--- config.mk ---
export PLATFORM = sky130hd
export DESIGN_NAME = sest_tree
export DESIGN_NICKNAME = d
export VERILOG_FILES = /design/src/design/sest_pkg.sv /design/src/design/sest_tree.sv
export SDC_FILE = /design/constraint.sdc
export NUM_CORES = 1
export LEC_CHECK = 0
export ABC_AREA = 1
export CAP_MARGIN = 20
export CORE_UTILIZATION = 60
export CTS_CLUSTER_SIZE = 20
export DETAILED_ROUTE_END_ITERATION = 10
export DONT_BUFFER_PORTS = 1
export MAX_ROUTING_LAYER = met4
export PLACE_DENSITY = 0.79
export SLEW_MARGIN = 40
export SYNTH_ARGS = -nofsm -noshare
export SYNTH_HDL_FRONTEND = slang
export SYNTH_SLANG_ARGS = --single-unit
--- constraint.sdc ---
create_clock -name mclk -period 1.58 [get_ports mclk]
set_input_delay 0.158 -clock mclk [delete_from_list [all_inputs] [get_ports mclk]]
set_output_delay 0.158 -clock mclk [all_outputs]
set_load 0.05 [all_outputs]
--- src/design/sest_pkg.sv ---
// Constants and types for the status event summary tree.
// Assumes a decoded register command port driven by the host text command parser.
package sest_pkg;

  localparam int unsigned W = 16;

  // Register identifiers on the command port.
  localparam logic [4:0] ID_OP_TOP_EV    = 5'h00;
  localparam logic [4:0] ID_OP_TOP_EN    = 5'h01;
  localparam logic [4:0] ID_OP_CHAIN_EV  = 5'h02;
  localparam logic [4:0] ID_OP_CHAIN_EN  = 5'h03;
  localparam logic [4:0] ID_OP_ACT_EV    = 5'h04;
  localparam logic [4:0] ID_OP_ACT_EN    = 5'h05;
  localparam logic [4:0] ID_OP_ACT_COND  = 5'h06;
  localparam logic [4:0] ID_Q_TOP_EV     = 5'h08;
  localparam logic [4:0] ID_Q_TOP_EN     = 5'h09;
  localparam logic [4:0] ID_Q_CHAIN_EV   = 5'h0A;
  localparam logic [4:0] ID_Q_CHAIN_EN   = 5'h0B;
  localparam logic [4:0] ID_Q_PROT_EV    = 5'h0C;
  localparam logic [4:0] ID_Q_PROT_EN    = 5'h0D;
  localparam logic [4:0] ID_Q_PROT_COND  = 5'h0E;
  localparam logic [4:0] ID_M_TOP_EV     = 5'h10;
  localparam logic [4:0] ID_M_TOP_EN     = 5'h11;
  localparam logic [4:0] ID_M_CHAIN_EV   = 5'h12;
  localparam logic [4:0] ID_M_CHAIN_EN   = 5'h13;

  // Field positions.
  localparam int unsigned TOP_BIT        = 13;
  localparam int unsigned CHAIN_BIT      = 1;
  localparam int unsigned OP_CAL_BIT     = 0;
  localparam int unsigned OP_ACQ_BIT     = 4;
  localparam int unsigned OP_TRIG_BIT    = 5;
  localparam int unsigned OP_GATE_BIT    = 6;
  localparam int unsigned OP_SMOOTH_BIT  = 8;
  localparam int unsigned OP_SEQ_BIT     = 9;
  localparam int unsigned OP_IDLE_BIT    = 10;
  localparam int unsigned Q_CL_BIT       = 0;
  localparam int unsigned Q_VR_BIT       = 1;
  localparam int unsigned Q_OC_BIT       = 2;
  localparam int unsigned Q_OV_BIT       = 3;
  localparam int unsigned Q_OT_BIT       = 4;
  localparam int unsigned Q_SLS_BIT      = 5;
  localparam int unsigned Q_LIVE_BIT     = 6;

  // Masks of the bits in use.
  localparam logic [15:0] TOP_MASK       = 16'h2000;
  localparam logic [15:0] CHAIN_MASK     = 16'h0002;
  localparam logic [15:0] OP_ACT_MASK    = 16'h0771;
  localparam logic [15:0] Q_PROT_MASK    = 16'h007F;
  localparam logic [15:0] ZERO16         = 16'h0000;

  typedef struct packed {
    logic [15:0] op_top_ev;
    logic [15:0] op_top_en;
    logic [15:0] op_chain_ev;
    logic [15:0] op_chain_en;
    logic [15:0] op_act_cond;
    logic [15:0] op_act_ev;
    logic [15:0] op_act_en;
    logic [15:0] q_top_ev;
    logic [15:0] q_top_en;
    logic [15:0] q_chain_ev;
    logic [15:0] q_chain_en;
    logic [15:0] q_prot_cond;
    logic [15:0] q_prot_ev;
    logic [15:0] q_prot_en;
    logic [15:0] m_top_ev;
    logic [15:0] m_top_en;
    logic [15:0] m_chain_ev;
    logic [15:0] m_chain_en;
    logic        rsp_valid;
    logic [15:0] rsp_data;
    logic        op_sum;
    logic        q_sum;
    logic        m_sum;
  } sest_state_t;

  localparam sest_state_t STATE_RESET = '0;

endpackage : sest_pkg

--- src/design/sest_tree.sv ---
// Status event summary tree: operation, questionable and measurement register sets.
// Assumes level condition inputs synchronous to mclk and a decoded command port.
`timescale 1ns/1ps
`default_nettype none

module sest_tree (
  // Clock and reset
  input  wire logic        mclk,
  input  wire logic        nrst,
  // Operation activity conditions
  input  wire logic        calibration_active,
  input  wire logic        acquisition_active,
  input  wire logic        trigger_wait,
  input  wire logic        gate_wait,
  input  wire logic        smoothing_settled,
  input  wire logic        sequence_running,
  input  wire logic        unit_idle,
  // Protection and output conditions
  input  wire logic        current_limited_output,
  input  wire logic        voltage_regulated_output,
  input  wire logic        overcurrent_trip,
  input  wire logic        overvoltage_trip,
  input  wire logic        overtemp_trip,
  input  wire logic        sense_leads_swapped,
  input  wire logic        terminals_live,
  // Measurement chain source
  input  wire logic        acquisition_chain_summary,
  // Command port
  input  wire logic        cmd_valid,
  input  wire logic        cmd_write,
  input  wire logic [4:0]  cmd_addr,
  input  wire logic [15:0] cmd_wdata,
  input  wire logic        clear_status,
  output logic             rsp_valid,
  output logic [15:0]      rsp_data,
  // Summaries toward the status byte
  output logic             operation_summary,
  output logic             questionable_byte_summary,
  output logic             measurement_summary
);
  import sest_pkg::*;

  sest_state_t s_q;
  sest_state_t s_d;

  function automatic logic summ(input logic [15:0] ev, input logic [15:0] en);
    summ = |(ev & en);
  endfunction : summ

  // Next event value; a set in the same cycle as a clear is kept.
  function automatic logic [15:0] latch(input logic [15:0] cur, input logic [15:0] set,
                                        input logic clr);
    latch = (clr ? ZERO16 : cur) | set;
  endfunction : latch

  ////////////////////////////////////////////////////////////////////////////////////////////

  logic [15:0] op_live;
  logic [15:0] q_live;
  logic        rd;
  logic        wr;

  always_comb begin
    op_live                = ZERO16;
    op_live[OP_CAL_BIT]    = calibration_active;
    op_live[OP_ACQ_BIT]    = acquisition_active;
    op_live[OP_TRIG_BIT]   = trigger_wait;
    op_live[OP_GATE_BIT]   = gate_wait;
    op_live[OP_SMOOTH_BIT] = smoothing_settled;
    op_live[OP_SEQ_BIT]    = sequence_running;
    op_live[OP_IDLE_BIT]   = unit_idle;
    q_live                 = ZERO16;
    q_live[Q_CL_BIT]       = current_limited_output;
    q_live[Q_VR_BIT]       = voltage_regulated_output;
    q_live[Q_OC_BIT]       = overcurrent_trip;
    q_live[Q_OV_BIT]       = overvoltage_trip;
    q_live[Q_OT_BIT]       = overtemp_trip;
    q_live[Q_SLS_BIT]      = sense_leads_swapped;
    q_live[Q_LIVE_BIT]     = terminals_live;
    rd                     = cmd_valid & ~cmd_write;
    wr                     = cmd_valid & cmd_write;
  end

  ////////////////////////////////////////////////////////////////////////////////////////////

  always_comb begin
    logic [15:0] op_act_set;
    logic [15:0] q_prot_set;
    logic [15:0] op_chain_set;
    logic [15:0] q_chain_set;
    logic [15:0] m_chain_set;
    logic [15:0] op_top_set;
    logic [15:0] q_top_set;
    logic [15:0] m_top_set;
    logic        carry_ok;
    // A clear drops what a lower level of the tree passes up in that cycle (acquisition_chain_summary still sets m_chain_ev); otherwise a stale
    // lower event would relatch an upper register that the same clear empties.
    carry_ok     = !clear_status;
    // Activity events latch on a rising condition, so a level held high does not
    // refill the register right after software reads it clear.
    op_act_set   = op_live & ~s_q.op_act_cond & OP_ACT_MASK;
    q_prot_set   = q_live & ~s_q.q_prot_cond & Q_PROT_MASK;
    op_chain_set = (carry_ok && summ(s_q.op_act_ev, s_q.op_act_en)) ? CHAIN_MASK : ZERO16;
    q_chain_set  = (carry_ok && summ(s_q.q_prot_ev, s_q.q_prot_en)) ? CHAIN_MASK : ZERO16;
    m_chain_set  = acquisition_chain_summary ? CHAIN_MASK : ZERO16;
    op_top_set   = (carry_ok && summ(s_q.op_chain_ev, s_q.op_chain_en)) ? TOP_MASK : ZERO16;
    q_top_set    = (carry_ok && summ(s_q.q_chain_ev, s_q.q_chain_en)) ? TOP_MASK : ZERO16;
    m_top_set    = (carry_ok && summ(s_q.m_chain_ev, s_q.m_chain_en)) ? TOP_MASK : ZERO16;
    s_d          = s_q;

    s_d.op_act_cond = op_live & OP_ACT_MASK;
    s_d.q_prot_cond = q_live & Q_PROT_MASK;

    s_d.op_act_ev   = latch(s_q.op_act_ev, op_act_set,
                            clear_status | (rd && cmd_addr == ID_OP_ACT_EV));
    s_d.q_prot_ev   = latch(s_q.q_prot_ev, q_prot_set,
                            clear_status | (rd && cmd_addr == ID_Q_PROT_EV));
    s_d.op_chain_ev = latch(s_q.op_chain_ev, op_chain_set,
                            clear_status | (rd && cmd_addr == ID_OP_CHAIN_EV));
    s_d.q_chain_ev  = latch(s_q.q_chain_ev, q_chain_set,
                            clear_status | (rd && cmd_addr == ID_Q_CHAIN_EV));
    s_d.m_chain_ev  = latch(s_q.m_chain_ev, m_chain_set,
                            clear_status | (rd && cmd_addr == ID_M_CHAIN_EV));
    s_d.op_top_ev   = latch(s_q.op_top_ev, op_top_set,
                            clear_status | (rd && cmd_addr == ID_OP_TOP_EV));
    s_d.q_top_ev    = latch(s_q.q_top_ev, q_top_set,
                            clear_status | (rd && cmd_addr == ID_Q_TOP_EV));
    s_d.m_top_ev    = latch(s_q.m_top_ev, m_top_set,
                            clear_status | (rd && cmd_addr == ID_M_TOP_EV));

    // Enable writes keep only the bits in use, so unused bits always read zero.
    if (wr) begin
      unique case (cmd_addr)
        ID_OP_TOP_EN:   s_d.op_top_en   = cmd_wdata & TOP_MASK;
        ID_OP_CHAIN_EN: s_d.op_chain_en = cmd_wdata & CHAIN_MASK;
        ID_OP_ACT_EN:   s_d.op_act_en   = cmd_wdata & OP_ACT_MASK;
        ID_Q_TOP_EN:    s_d.q_top_en    = cmd_wdata & TOP_MASK;
        ID_Q_CHAIN_EN:  s_d.q_chain_en  = cmd_wdata & CHAIN_MASK;
        ID_Q_PROT_EN:   s_d.q_prot_en   = cmd_wdata & Q_PROT_MASK;
        ID_M_TOP_EN:    s_d.m_top_en    = cmd_wdata & TOP_MASK;
        ID_M_CHAIN_EN:  s_d.m_chain_en  = cmd_wdata & CHAIN_MASK;
        default: ;
      endcase
    end

    // Reads return the value before any clear caused by the same read.
    s_d.rsp_valid = cmd_valid;
    s_d.rsp_data  = ZERO16;
    if (rd) begin
      unique case (cmd_addr)
        ID_OP_TOP_EV:   s_d.rsp_data = s_q.op_top_ev;
        ID_OP_TOP_EN:   s_d.rsp_data = s_q.op_top_en;
        ID_OP_CHAIN_EV: s_d.rsp_data = s_q.op_chain_ev;
        ID_OP_CHAIN_EN: s_d.rsp_data = s_q.op_chain_en;
        ID_OP_ACT_EV:   s_d.rsp_data = s_q.op_act_ev;
        ID_OP_ACT_EN:   s_d.rsp_data = s_q.op_act_en;
        ID_OP_ACT_COND: s_d.rsp_data = s_q.op_act_cond;
        ID_Q_TOP_EV:    s_d.rsp_data = s_q.q_top_ev;
        ID_Q_TOP_EN:    s_d.rsp_data = s_q.q_top_en;
        ID_Q_CHAIN_EV:  s_d.rsp_data = s_q.q_chain_ev;
        ID_Q_CHAIN_EN:  s_d.rsp_data = s_q.q_chain_en;
        ID_Q_PROT_EV:   s_d.rsp_data = s_q.q_prot_ev;
        ID_Q_PROT_EN:   s_d.rsp_data = s_q.q_prot_en;
        ID_Q_PROT_COND: s_d.rsp_data = s_q.q_prot_cond;
        ID_M_TOP_EV:    s_d.rsp_data = s_q.m_top_ev;
        ID_M_TOP_EN:    s_d.rsp_data = s_q.m_top_en;
        ID_M_CHAIN_EV:  s_d.rsp_data = s_q.m_chain_ev;
        ID_M_CHAIN_EN:  s_d.rsp_data = s_q.m_chain_en;
        default:        s_d.rsp_data = ZERO16;
      endcase
    end

    // Summaries are taken from present contents every cycle, so a mask change alone
    // moves them one edge later.
    s_d.op_sum = summ(s_q.op_top_ev, s_q.op_top_en);
    s_d.q_sum  = summ(s_q.q_top_ev, s_q.q_top_en);
    s_d.m_sum  = summ(s_q.m_top_ev, s_q.m_top_en);
  end

  ////////////////////////////////////////////////////////////////////////////////////////////

  always_ff @(posedge mclk) begin
    if (!nrst) begin
      s_q <= STATE_RESET;
    end else begin
      s_q <= s_d;
    end
  end

  assign rsp_valid                 = s_q.rsp_valid;
  assign rsp_data                  = s_q.rsp_data;
  assign operation_summary         = s_q.op_sum;
  assign questionable_byte_summary = s_q.q_sum;
  assign measurement_summary       = s_q.m_sum;

endmodule : sest_tree

`default_nettype wire

## Word level (Yosys, flattened, before mapping)

Cells that the tools add are included.

| storage, ports and cells | value |
|---|---|
| register bits | 182 |
| bits of input ports | 41 |

| operators by class | value |
|---|---|
| equal/unequal tests | 17 |
| muxes and demuxes | 15 |
| bitwise operators | 31 |
| reductions and logical operators | 32 |

Operators by type and width:

| kind | number |
|---|---|
| $pmux 16 s18 | 1 |
| $mux 16 | 8 |
| $reduce_or 16->1 | 8 |
| $and 16x14->16 | 3 |
| $and 16x2->16 | 3 |
| $or 16x14->16 | 3 |
| $or 16x2->16 | 3 |
| $mux 14 | 3 |
| $eq 5x4->1 const B | 7 |
| $eq 5x5->1 const B | 4 |
| $reduce_and 2->1 | 9 |
| $and 16x11->16 | 1 |
| $and 16x7->16 | 1 |
| $or 16x11->16 | 1 |
| $or 16x7->16 | 1 |
| $eq 5x3->1 const B | 3 |
| $logic_and 1x1->1 | 13 |
| $and 11x11->11 | 1 |
| $not 11->11 | 1 |
| $eq 5x2->1 const B | 2 |
| $or 1x1->1 | 8 |
| $and 7x7->7 | 1 |
| $not 7->7 | 1 |
| $mux 2 | 3 |
| 5 further kinds | 6 |

## Logic depth before layout (Yosys ltp)

Gate-level depths: netlist of the first run.

| logic depth | value |
|---|---|
| depth after elaboration | 6 |
| gate-level depth with buffers | 9 |
| mapped depth without buffers | 9 |

## Worst setup path before layout of the first run

No wires, ideal clock.

| path | value |
|---|---|
| path type | input -> register |
| start | in nrst |
| end | reg s_q[212] in the netlist's numbering |
| library setup time | 75 ps |
| arrival time | 1071 ps |
| setup slack | 435 ps |
| cell stages on the path | 7 |
| path through | buf_4 -> inv_1 -> or2_2 -> clkbuf_1 -> inv_2 -> o21ai_2 -> o22ai_1 |

RTL lines:

| what | line | text |
|---|---|---|
| start: declaration | sest_tree.sv:9 | `input wire logic nrst,` |
| end signal: assignment | sest_tree.sv:184 | `s_q <= STATE_RESET;` |
| end signal: assignment | sest_tree.sv:186 | `s_q <= s_d;` |
| end: declaration | sest_tree.sv:43 | `sest_state_t s_q;` |

## Worst setup path after layout of the first run

| path | value |
|---|---|
| start | in cmd_addr[4] |
| end | reg s_q[200] in the netlist's numbering |

| between the ends | value |
|---|---|
| longest elaborated chain between the ends | 2 |

RTL lines:

| what | line | text |
|---|---|---|
| start: declaration | sest_tree.sv:31 | `input wire logic [4:0] cmd_addr,` |
| $eq 5x3->1 | sest_tree.sv:133 | `unique case (cmd_addr)` |
| $reduce_and 2->1 (no source line) | - |  |

No other way between the ends.
A chain may end at the register's enable or synchronous reset.

==> results.md, run 1 <==
* LEAKAGE at 1.44 nW
* Crit path time final at between 1 and 1.5 ns
* Initial core utilization at 62.7%
* Register-to-Register Path Depth at 4
* Largest family of logic cells by synthesized area: simple AND/OR/NAND/NOR gates
* DR WL/cell at 14.6 µm
* YS warnings at 0
* Max_slew headroom at 58.2%
* Syn Std Cell Area at 2960 µm²
* Worst r2r dst: s_q[261]
* Final design area excluding fillers at 3560 µm²
* Die height at 72.3 µm
* Total detailed-routing wirelength at ~7600 µm
* FFs w/ async S/R, synth at 0%
* Worst slew pin tran at around 0.63 ns
* Area contributors post-synth: dfxtp_1 47%, nand2_1 14%, inv_1 6.0%
* DIE WIDTH at between 70 and 80 µm
* Io pins at slightly above 60
* Fmax at between 700 and 800 MHz
* Die area at about 5200 µm²
* # DRC at 0
* Post-synth top area share at 46.6%
* Buffers on Ports at 0
* Final ANT Viol Nets at 0
* Final Cycle Share at 88.6%
* Final Hold Slack at 0.00437 ns
* Syn-to-layout area delta at 20.2%
* Final setup violation count at 0
* Antenna Cells at 0
* Number of synthesized flops with an enable pin at 0
* Rows at 25
* GRT Resource Usage Total at 32.6%
* Num CTS Buffers at 9
* Commonest cells post-synth: 107 x nand2_1, 69 x dfxtp_1, 47 x inv_1, 33 x a21oi_1, 29 x nor2_1
* Post-CTS setup buffer count at 0
* Vias/cell at 5.34
* Critical path launch point type: primary input
* Final Hold Violating Endpoints at 0
* Initial antenna violation count at 0
* Slew Viols, Final at 0
* Sum of negative setup slack at 0 ns
* Most common cell in the netlist: nand2_1
* CTS sink cnt at around 70
* Average cell area after synthesis at 7.26 µm²
* Vias in the first global route at 2,619
* Power per cell area at ~1000 nW/µm²
* CTS clk-pin slew, worst paths at 0.08 ns
* Cell count after synthesis at roughly 400
* WS Path Type: primary input to flip-flop
* TritonCTS clock tree: built
* Clk Latency, worst-skew pair at 0.35 ns
* Core area at roughly 4700 µm²
* Xor and xnor fraction of the mapped netlist area at 0%
* Final nets at 488
* FF-to-FF Start: s_q[204]
* Adder-cell area share of the yosys netlist at 0%
* VDD IR-drop max at 713 µV
* Top_reg_cell synth: dfxtp_1
* Drt first pass iters at 5
* CTS max path bufs at 2
* Largest net degree at the start of global routing at 16
* Routability cong. at 0.940
* Synth cell types at 27
* Hold Crit Class: primary input to flip-flop
* Area after DPL at 2960 µm²
* Synth area leader: dfxtp_1
* Register area share after synthesis at between 40% and 50%
* R2r setup slk at 0.62 ns
* CP max FO at 11
* Layout cells sized above 1 at under 10%
* Post-synthesis compound-gate area fraction at about 16%
* Hold path start: cmd_wdata[5]
* Outcome: complete, no violations
* Overall power at 3.54 mW
* Post-synthesis mux area share at 0%
* Vias at about 2,800
* Hold path cells at 2
* CTS H-Tree Depth at 3
* Worst hold endpoint: s_q[89]
* Simple-gate share of the synthesized area at 25.6%
* Critical path arrival at between 1.5 and 2 ns
* HPWL Detailed at 4910 µm
* Critical Path RT at between 1.5 and 2 ns
* Synth Register Bits at approximately 70
* Global-route wire length before repair at 12,200 µm
* Starting DRC count in detailed routing at 334
* Gr ovfl total at 0
* CTS Root Cell: clkbuf_8
* Clock skew at 0.00848 ns
* CP endpoint kind: flip-flop
* RSZ-0062 raised after global routing: no
* # Max-Cap Violations at 0
[flip-flops by register name, indices dropped and copies added (netlist names)]
register and cells:
rsp_data 11, questionable_byte_summary 1, rsp_valid 1, operation_summary 1
measurement_summary 1, s_q 54
[metrics by stage]
step	worst slack [ns]	utilization, %	cells
floorplan	0.435	-	412
global placement	0.270	62.8	463
detailed placement	0.198	62.8	463
CTS	0.0146	75.3	519
global route	0.0628	75.4	519
finish	0.179	75.4	519
[kinds of logic (layout without fill, tap and decap cells)]
kind of cell,count (synthesis),in the layout
compound gates,82,82
buf+inv,76,116
flops,69,69
other cells,1,5
simple gates,180,180
[report_power, final]
part,leakage [nW],internal (mW),total [mW],switching (mW)
combinational,0.778,0.127,0.307,0.180
sequential,0.564,1.79,1.83,0.0363
clock,0.0987,0.719,1.41,0.687
total,1.44,2.64,3.54,0.904
[final cells by class]
| cell class | count | area (µm²) |
|---|---|---|
| flip-flops and latches | 69 | 1380 |
| multi-input cells | 267 | 1250 |
| fillers | 375 | 1160 |
| repair buffers | 48 | 463 |
| inverters | 52 | 195 |
| clock buffers | 9 | 124 |
| well taps | 67 | 83.8 |
| clock inverters | 7 | 66.3 |
[worst max-delay path by stage]
stage	start	end	slack [ns]	cells past startpoint
6_report	cmd_addr[4]	s_q[200]	0.18	7
5_1_grt	cmd_addr[4]	s_q[200]	0.06	7
4_1_cts	nrst	s_q[236]	0.01	4
3_5_place_dp	cmd_addr[4]	s_q[84]	0.20	6
3_3_place_gp	cmd_addr[4]	s_q[87]	0.27	6
2_1_floorplan	nrst	s_q[212]	0.43	7
[cells in the final DEF, fill, tap and decap left out]
cell | Yosys | final
nand2_2 | 1 | 2
o21ai_0 | 19 | 19
nor2_1 | 29 | 29
nor3_1 | 4 | 4
bufinv_16 | 0 | 1
o22ai_1 | 11 | 11
nand4_1 | 2 | 2
dfxtp_1 | 69 | 69
nand3_1 | 25 | 25
clkinvlp_4 | 0 | 1
o221ai_1 | 1 | 1
buf_4 | 17 | 8
clkinv_4 | 0 | 1
clkinv_2 | 0 | 4
o31ai_1 | 1 | 1
o211ai_1 | 12 | 12
clkbuf_8 | 0 | 9
o21ai_2 | 1 | 1
nor2_4 | 1 | 1
conb_1 | 1 | 5
dlygate4sd3_1 | 0 | 39
a211oi_1 | 1 | 1
nor2_2 | 9 | 9
inv_2 | 5 | 5
nand3_2 | 1 | 1
dlymetal6s4s_1 | 0 | 1
o21ai_1 | 3 | 3
inv_1 | 47 | 47
or2_2 | 1 | 1
nand2_1 | 107 | 106
a21oi_1 | 33 | 33
[routing by layer]
metal	GRT usage, %	up-vias	wire [µm]
met5	-	-	0
met4	13.7	0	221
met3	7.22	20	591
met2	54.5	118	3660
met1	37.9	1247	3120
li1	-	1387	-
[critical path, cell delays in order]
cell and delay (ns):
inv_2 0.12, nand3_2 0.17, nor2_4 0.23, nand2_2 0.19
o21ai_0 0.17, dlygate4sd3_1 0.57, a21oi_1 0.04
[timing repair]
action | 4_1_cts | 5_1_grt
hold endpoints to repair | 49 | 0
gates resized for setup | 0 | 2
hold buffers | 40 | 0
endpoints found under the setup margin | 0 | 3
(Power assumes the default switching activity.)
==> run 2, diff against run 1 <==
--- a/config.mk
+++ b/config.mk
@@ -11,6 +11,7 @@
 export CTS_CLUSTER_SIZE = 20
 export DETAILED_ROUTE_END_ITERATION = 10
 export DONT_BUFFER_PORTS = 1
+export HOLD_SLACK_MARGIN = 0.03
 export MAX_ROUTING_LAYER = met4
 export PLACE_DENSITY = 0.79
 export SLEW_MARGIN = 40
==> run 2 against run 1 <==
Sequential power barely moved; utilization rose by 0.32 points; count of clock-buffer cells in the layout did not move; largest power group unchanged; flip-flop and latch count did not move; critical path type unchanged; via count rose by 2.3%; setup slack improved by 0.16 ns; die area did not move; critical path depth fell by 3; global-route usage rose by 0.56 points; routed wire length rose by 2.8%.
==> results.md, run 2 (synthesis results as in run 1) <==
* CTS max path bufs at 2 (unchanged)
* TritonCTS clock tree: built
* # Max-Cap Violations at 0 (unchanged)
* Critical Path RT at 1.80 ns (-0.03 ns)
* Starting DRC count in detailed routing at 336 (+0.60%)
* Vias in the first global route at 2,674 (+2.1%)
* Most common cell after layout, fill and taps aside: nand2_1
* VDD IR-drop max at 713 µV (about the same)
* WS Path Type: primary input to flip-flop
* Final nets at 490 (+0.41%)
* Num CTS Buffers at 9 (unchanged)
* Most used cell, CP: dlygate4sd3_1
* Total detailed-routing wirelength at 7810 µm (+2.8%)
* RSZ-0062 raised after global routing: no
* HPWL Detailed at 4910 µm (unchanged)
* Hold path cells at 3 (+1)
* Buffers on Ports at 0 (unchanged)
* Antenna Cells at 0 (unchanged)
* Layout cells sized above 1 at 9.47% (-0.26 points)
* Clk Latency, worst-skew pair at 0.36 ns (about the same)
* Post-CTS setup buffer count at 0 (unchanged)
* Initial antenna violation count at 0 (unchanged)
* Setup ws final at 0.343 ns (+0.164 ns)
* Final Hold Slack at 0.0248 ns (+0.0204 ns)
* Vias at 2,835 (+2.3%)
* Slew Viols, Final at 0 (unchanged)
* Overall power at 3.55 mW (+0.32%)
* Fmax at 808 MHz (+13%)
* Worst hold endpoint: s_q[37]
* Power per cell area at 994 nW/µm² (-0.10%)
* Outcome: complete, no violations
* Final Cycle Share at 78.3% (-10 points)
* Final setup violation count at 0 (unchanged)
* LEAKAGE at 1.44 nW (about the same)
* CTS sink cnt at 69 (unchanged)
* CTS clk-pin slew, worst paths at 0.07 ns (about the same)
* # DRC at 0 (unchanged)
* Initial core utilization at 62.7% (unchanged)
* Routability cong. at 0.940 (unchanged)
* Global-route wire length before repair at 12,400 µm (+1.9%)
* Most frequent cells in the layout: 107 x nand2_1, 69 x dfxtp_1, 47 x inv_1, 42 x dlygate4sd3_1, 33 x a21oi_1
* CP endpoint kind: flip-flop
* FF-to-FF Start: s_q[204]
* Slowest cell on crit path: dlygate4sd3_1
* CP max stage delay at 0.59 ns (+0.02 ns)
* Syn-to-layout area delta at 20.7%
* DR WL/cell at 15.0 µm (+2.4%)
* Layout Utilization at 75.7% (+0.32 points)
* Max FFs per register at 54 (unchanged)
* Quantity of gates resized following cts at 0 (unchanged)
* Vias/cell at 5.44 (+1.9%)
* Crit path time final at 1.24 ns (-0.164 ns)
* Rows at 25 (unchanged)
* Area after DPL at 2960 µm² (unchanged)
* Final design area excluding fillers at 3570 µm² (+0.42%)
* Sum of negative setup slack at 0 ns (unchanged)
* Clock skew at 0.0112 ns (+0.00276 ns)
* Io pins at 61 (unchanged)
* Setup WS pre-CTS at 0.198 ns (unchanged)
* Final ANT Viol Nets at 0 (unchanged)
* Die area at 5220 µm² (unchanged)
* DIE WIDTH at 72.3 µm (unchanged)
* CTS H-Tree Depth at 3 (unchanged)
* Hold Crit Class: primary input to flip-flop
* Worst slew pin tran at 0.594 ns (-0.0340 ns)
* Final Hold Violating Endpoints at 0 (unchanged)
* CTS Root Cell: clkbuf_8
* Fillcell total at 375 (unchanged)
* R2r setup slk at 0.58 ns (-0.04 ns)
* Worst r2r dst: s_q[261]
* Gr ovfl total at 0 (unchanged)
* Cell Chain, Critical Path: dlygate4sd3_1 > nand2_1 > dlygate4sd3_1 > o22ai_1
* Critical path arrival at 1.46 ns (-0.19 ns)
* # placed instances at 463 (unchanged)
* Critical path launch point type: primary input
* Die height at 72.3 µm (unchanged)
* Register-to-Register Path Depth at 4 (unchanged)
* Core area at 4720 µm² (unchanged)
* Max_slew headroom at 60.3% (+2.1 points)
* Hold path start: cmd_addr[4]
* Largest net degree at the start of global routing at 17 (+1)
* CP max FO at 2 (-9)
* Final Non-Filler Cells at 521 (+0.39%)
* Drt first pass iters at 6 (+1)
* GRT Resource Usage Total at 33.2% (+0.56 points)
* Largest reg by FF count: s_q
-- run 2: changes by cell type in the layout (fill, tap and decap cells not counted), sizes merged --
cell | before | now
dlygate4sd3 | 39 | 42
dlymetal6s4s | 1 | 0
-- run 2: metal layers --
layer  vias up  share of wire (%)  global-route usage (%)  routed length, µm
li1       1384                  -                       -                  -
met1      1293                 40                    37.7               3110
met2       140                 49                    55.6               3840
met3        18                8.7                    7.36                682
met4         0                2.2                    15.7                175
met5         -                  0                       -                  0
-- run 2: power by group --
group / switching (mW) / total [mW] / internal, mW
Sequential: 0.0366 / 1.83 / 1.79
Clock: 0.691 / 1.41 / 0.719
Combinational: 0.184 / 0.314 / 0.130
-- run 2: layout make-up --
| type | instances | area, µm² | area share (%) |
|---|---|---|---|
| Sequential cell | 69 | 1380 | 38.6 |
| Multi-Input combinational cell | 267 | 1240 | 34.8 |
| Timing Repair Buffer | 50 | 480 | 13.4 |
| Inverter | 52 | 195 | 5.46 |
| Clock buffer | 9 | 124 | 3.47 |
| Tap cell | 67 | 83.8 | 2.35 |
| Clock inverter | 7 | 66.3 | 1.86 |
-- run 2: critical path, delay by kind of cell --
| kind | cells | cell delay [ns] |
|---|---|---|
| buffers and inverters | 2 | 1.13 |
| AND/OR/NAND/NOR | 1 | 0.08 |
| AO/OA/AOI/OAI | 1 | 0.09 |
-- run 2: how the worst max path moves through the flow --
stage	start	endpoint	cells past startpoint
final	gate_wait	s_q[218]	4
after CTS	sequence_running	s_q[221]	4
after global placement	cmd_addr[4]	s_q[87]	6
after floorplan	nrst	s_q[212]	7
after global routing	overtemp_trip	s_q[104]	4
after detailed placement	cmd_addr[4]	s_q[84]	6
-- run 2: repair_timing --
item / in CTS / in global routing
hold buffers: 42 / 0
setup endpoints to repair: 0 / 0
hold endpoints to repair: 50 / 0
==> run 3, diff against run 2 <==
==> constraint.sdc (replaced) <==
create_clock -name mclk -period 1.2 [get_ports mclk]
set_input_delay 0.12 -clock mclk [delete_from_list [all_inputs] [get_ports mclk]]
set_output_delay 0.12 -clock mclk [all_outputs]
set_load 0.05 [all_outputs]
==> run 3 against run 2 <==
Cell count increased by 3.1%; first-iteration DRC count decreased by 21%; highest routed layer unchanged; global-route usage increased by 0.80 points; largest power group unchanged; critical path type unchanged.
==> results.md, run 3 (synthesis results as in run 1) <==
* TritonCTS clock tree: built
* Syn-to-layout area delta at 24.6%
* Vias/cell at 5.39 (-0.93%)
* FF-to-FF Start: s_q[204]
* Routability cong. at 0.974 (+3.6%)
* Final Hold Violating Endpoints at 0 (unchanged)
* CP Launch Point: smoothing_settled
* Num CTS Buffers at 9 (unchanged)
* Io pins at 61 (unchanged)
* CTS sink cnt at 69 (unchanged)
* CP endpoint kind: flip-flop
* Core area at 4720 µm² (unchanged)
* HPWL Detailed at 5040 µm (+2.6%)
* # Max-Cap Violations at 0 (unchanged)
* Worst slew pin tran at 0.563 ns (-0.0312 ns)
* Final nets at 506 (+3.3%)
* Cell Chain, Critical Path: dlygate4sd3_1 > nand2_1 > dlygate4sd3_1 > o22ai_1
* Hold path start: cmd_addr[0]
* Max_slew headroom at 62.4% (+2.1 points)
* LEAKAGE at 1.51 nW (+5.1%)
* Vias at 2,895 (+2.1%)
* Area of the multi-input gates at 1240 µm² (unchanged)
* Slowest cell on crit path: dlygate4sd3_1
* CTS clk-pin slew, worst paths at 0.07 ns (about the same)
* Fmax at 859 MHz
* Most used cell, CP: dlygate4sd3_1
* Fillcell total at 340 (-9.3%)
* Global-route wire length before repair at 12,700 µm (+2.2%)
* Critical path arrival at 1.45 ns (about the same)
* Max FFs per register at 54 (unchanged)
* Final Cycle Share at 97.0%
* Gr ovfl total at 0 (unchanged)
* Crit path time final at 1.16 ns
* Power per cell area at 1230 nW/µm² (+24%)
* CTS Root Cell: clkbuf_8
* CP max stage delay at 0.58 ns (about the same)
* CTS H-Tree Depth at 3 (unchanged)
* CP max FO at 2 (unchanged)
* Overall power at 4.56 mW (+28%)
* WS Path Type: primary input to flip-flop
* Die area at 5220 µm² (unchanged)
* Most frequent cells in the layout: 107 x nand2_1, 69 x dfxtp_1, 47 x inv_1, 45 x dlygate4sd3_1, 33 x a21oi_1
* Clk Latency, worst-skew pair at 0.35 ns (about the same)
* RSZ-0062 raised after global routing: no
* Post-CTS setup buffer count at 0 (unchanged)
* Sequential Area at 1380 µm² (unchanged)
* Initial core utilization at 62.7% (unchanged)
* Final setup violation count at 0 (unchanged)
* Critical Path RT at 1.48 ns (-0.32 ns)
* Outcome: complete, no violations
* Most common cell after layout, fill and taps aside: nand2_1
* Buffers on Ports at 0 (unchanged)
* GRT Resource Usage Total at 34.0% (+0.80 points)
* Slew Viols, Final at 0 (unchanged)
* DR WL/cell at 14.5 µm (-2.9%)
* Antenna Cells at 0 (unchanged)
* CTS max path bufs at 2 (unchanged)
* Drt first pass iters at 5 (-1)
* VDD IR-drop max at 963 µV (+35%)
* Final ANT Viol Nets at 0 (unchanged)
* Largest reg by FF count: s_q
* Critical path launch point type: primary input
* Starting DRC count in detailed routing at 267 (-21%)
* # DRC at 0 (unchanged)
* DIE WIDTH at 72.3 µm (unchanged)
* Sum of negative setup slack at 0 ns (unchanged)
* Layout cells sized above 1 at 11.7% (+2.2 points)
* Clock skew at 0.00701 ns (-0.00423 ns)
* Die height at 72.3 µm (unchanged)
* Largest net degree at the start of global routing at 18 (+1)
* Rows at 25 (unchanged)
* Total detailed-routing wirelength at 7810 µm (about the same)
* Hold Crit Class: primary input to flip-flop
* Initial antenna violation count at 0 (unchanged)
* Vias in the first global route at 2,835 (+6.0%)
run 3: cell types whose count changed in the layout (fill, tap and decap cells not counted), sizes merged:
cell	before	now
bufinv	1	0
clkbuf	9	12
clkinv	5	3
dlygate4sd3	42	45
buf	8	21
run 3: area by class of cell:
class                      count  area share (%)
clock buffer                  12            4.20
clock inverter                 4           0.610
inverter                      52            5.29
multi-input combinational    267            33.7
sequential                    69            37.4
tap                           67            2.27
timing repair buffer          66            16.5
run 3: worst max-delay path, delay by kind of cell:
family / cells / cell delay (ns)
compound gates: 1 / 0.15
simple gates: 1 / 0.06
buf+inv: 2 / 1.12
run 3: per-layer routing:
metal | track usage [%] | wire (µm) | part of all wire (%) | up-vias
li1 | - | - | - | 1417
met1 | 39.3 | 3190 | 41 | 1307
met2 | 54.7 | 3740 | 48 | 139
met3 | 10.0 | 612 | 7.8 | 32
met4 | 15.0 | 267 | 3.4 | 0
met5 | - | 0 | 0 | -
run 3: what timing repair did:
action,CTS,global route
setup endpoints to repair,0,4
hold buffers,45,1
resized for setup,0,3
hold endpoints to repair,50,2
run 3: where the power goes:
part / internal (mW) / switching, mW
sequential: 2.36 / 0.0507
combinational: 0.195 / 0.250
clock: 0.852 / 0.847
run 3: final timing paths:
check,endpoint,slack [ns],depth (start not counted)
worst min register to register,questionable_byte_summary,0.45,2
worst max-delay path,s_q[220],0.04,4
worst max register to register,s_q[261],0.19,4
worst min-delay path,s_q[21],0.08,4
run 3: metrics by stage:
step                hold slack [ns]  area, µm²  cells  setup WS (ns)  utilization, %
finish                       0.0787       3690    537         0.0365            78.1
global route                  0.104       3690    537        0.00678            78.1
detailed placement            0.234       3060    476         0.0370            64.8
CTS                          0.0592       3690    537         0.0658            78.1
global placement              0.233       3060    476         0.0591            64.8
floorplan                     0.226       2980    412         0.0927               -
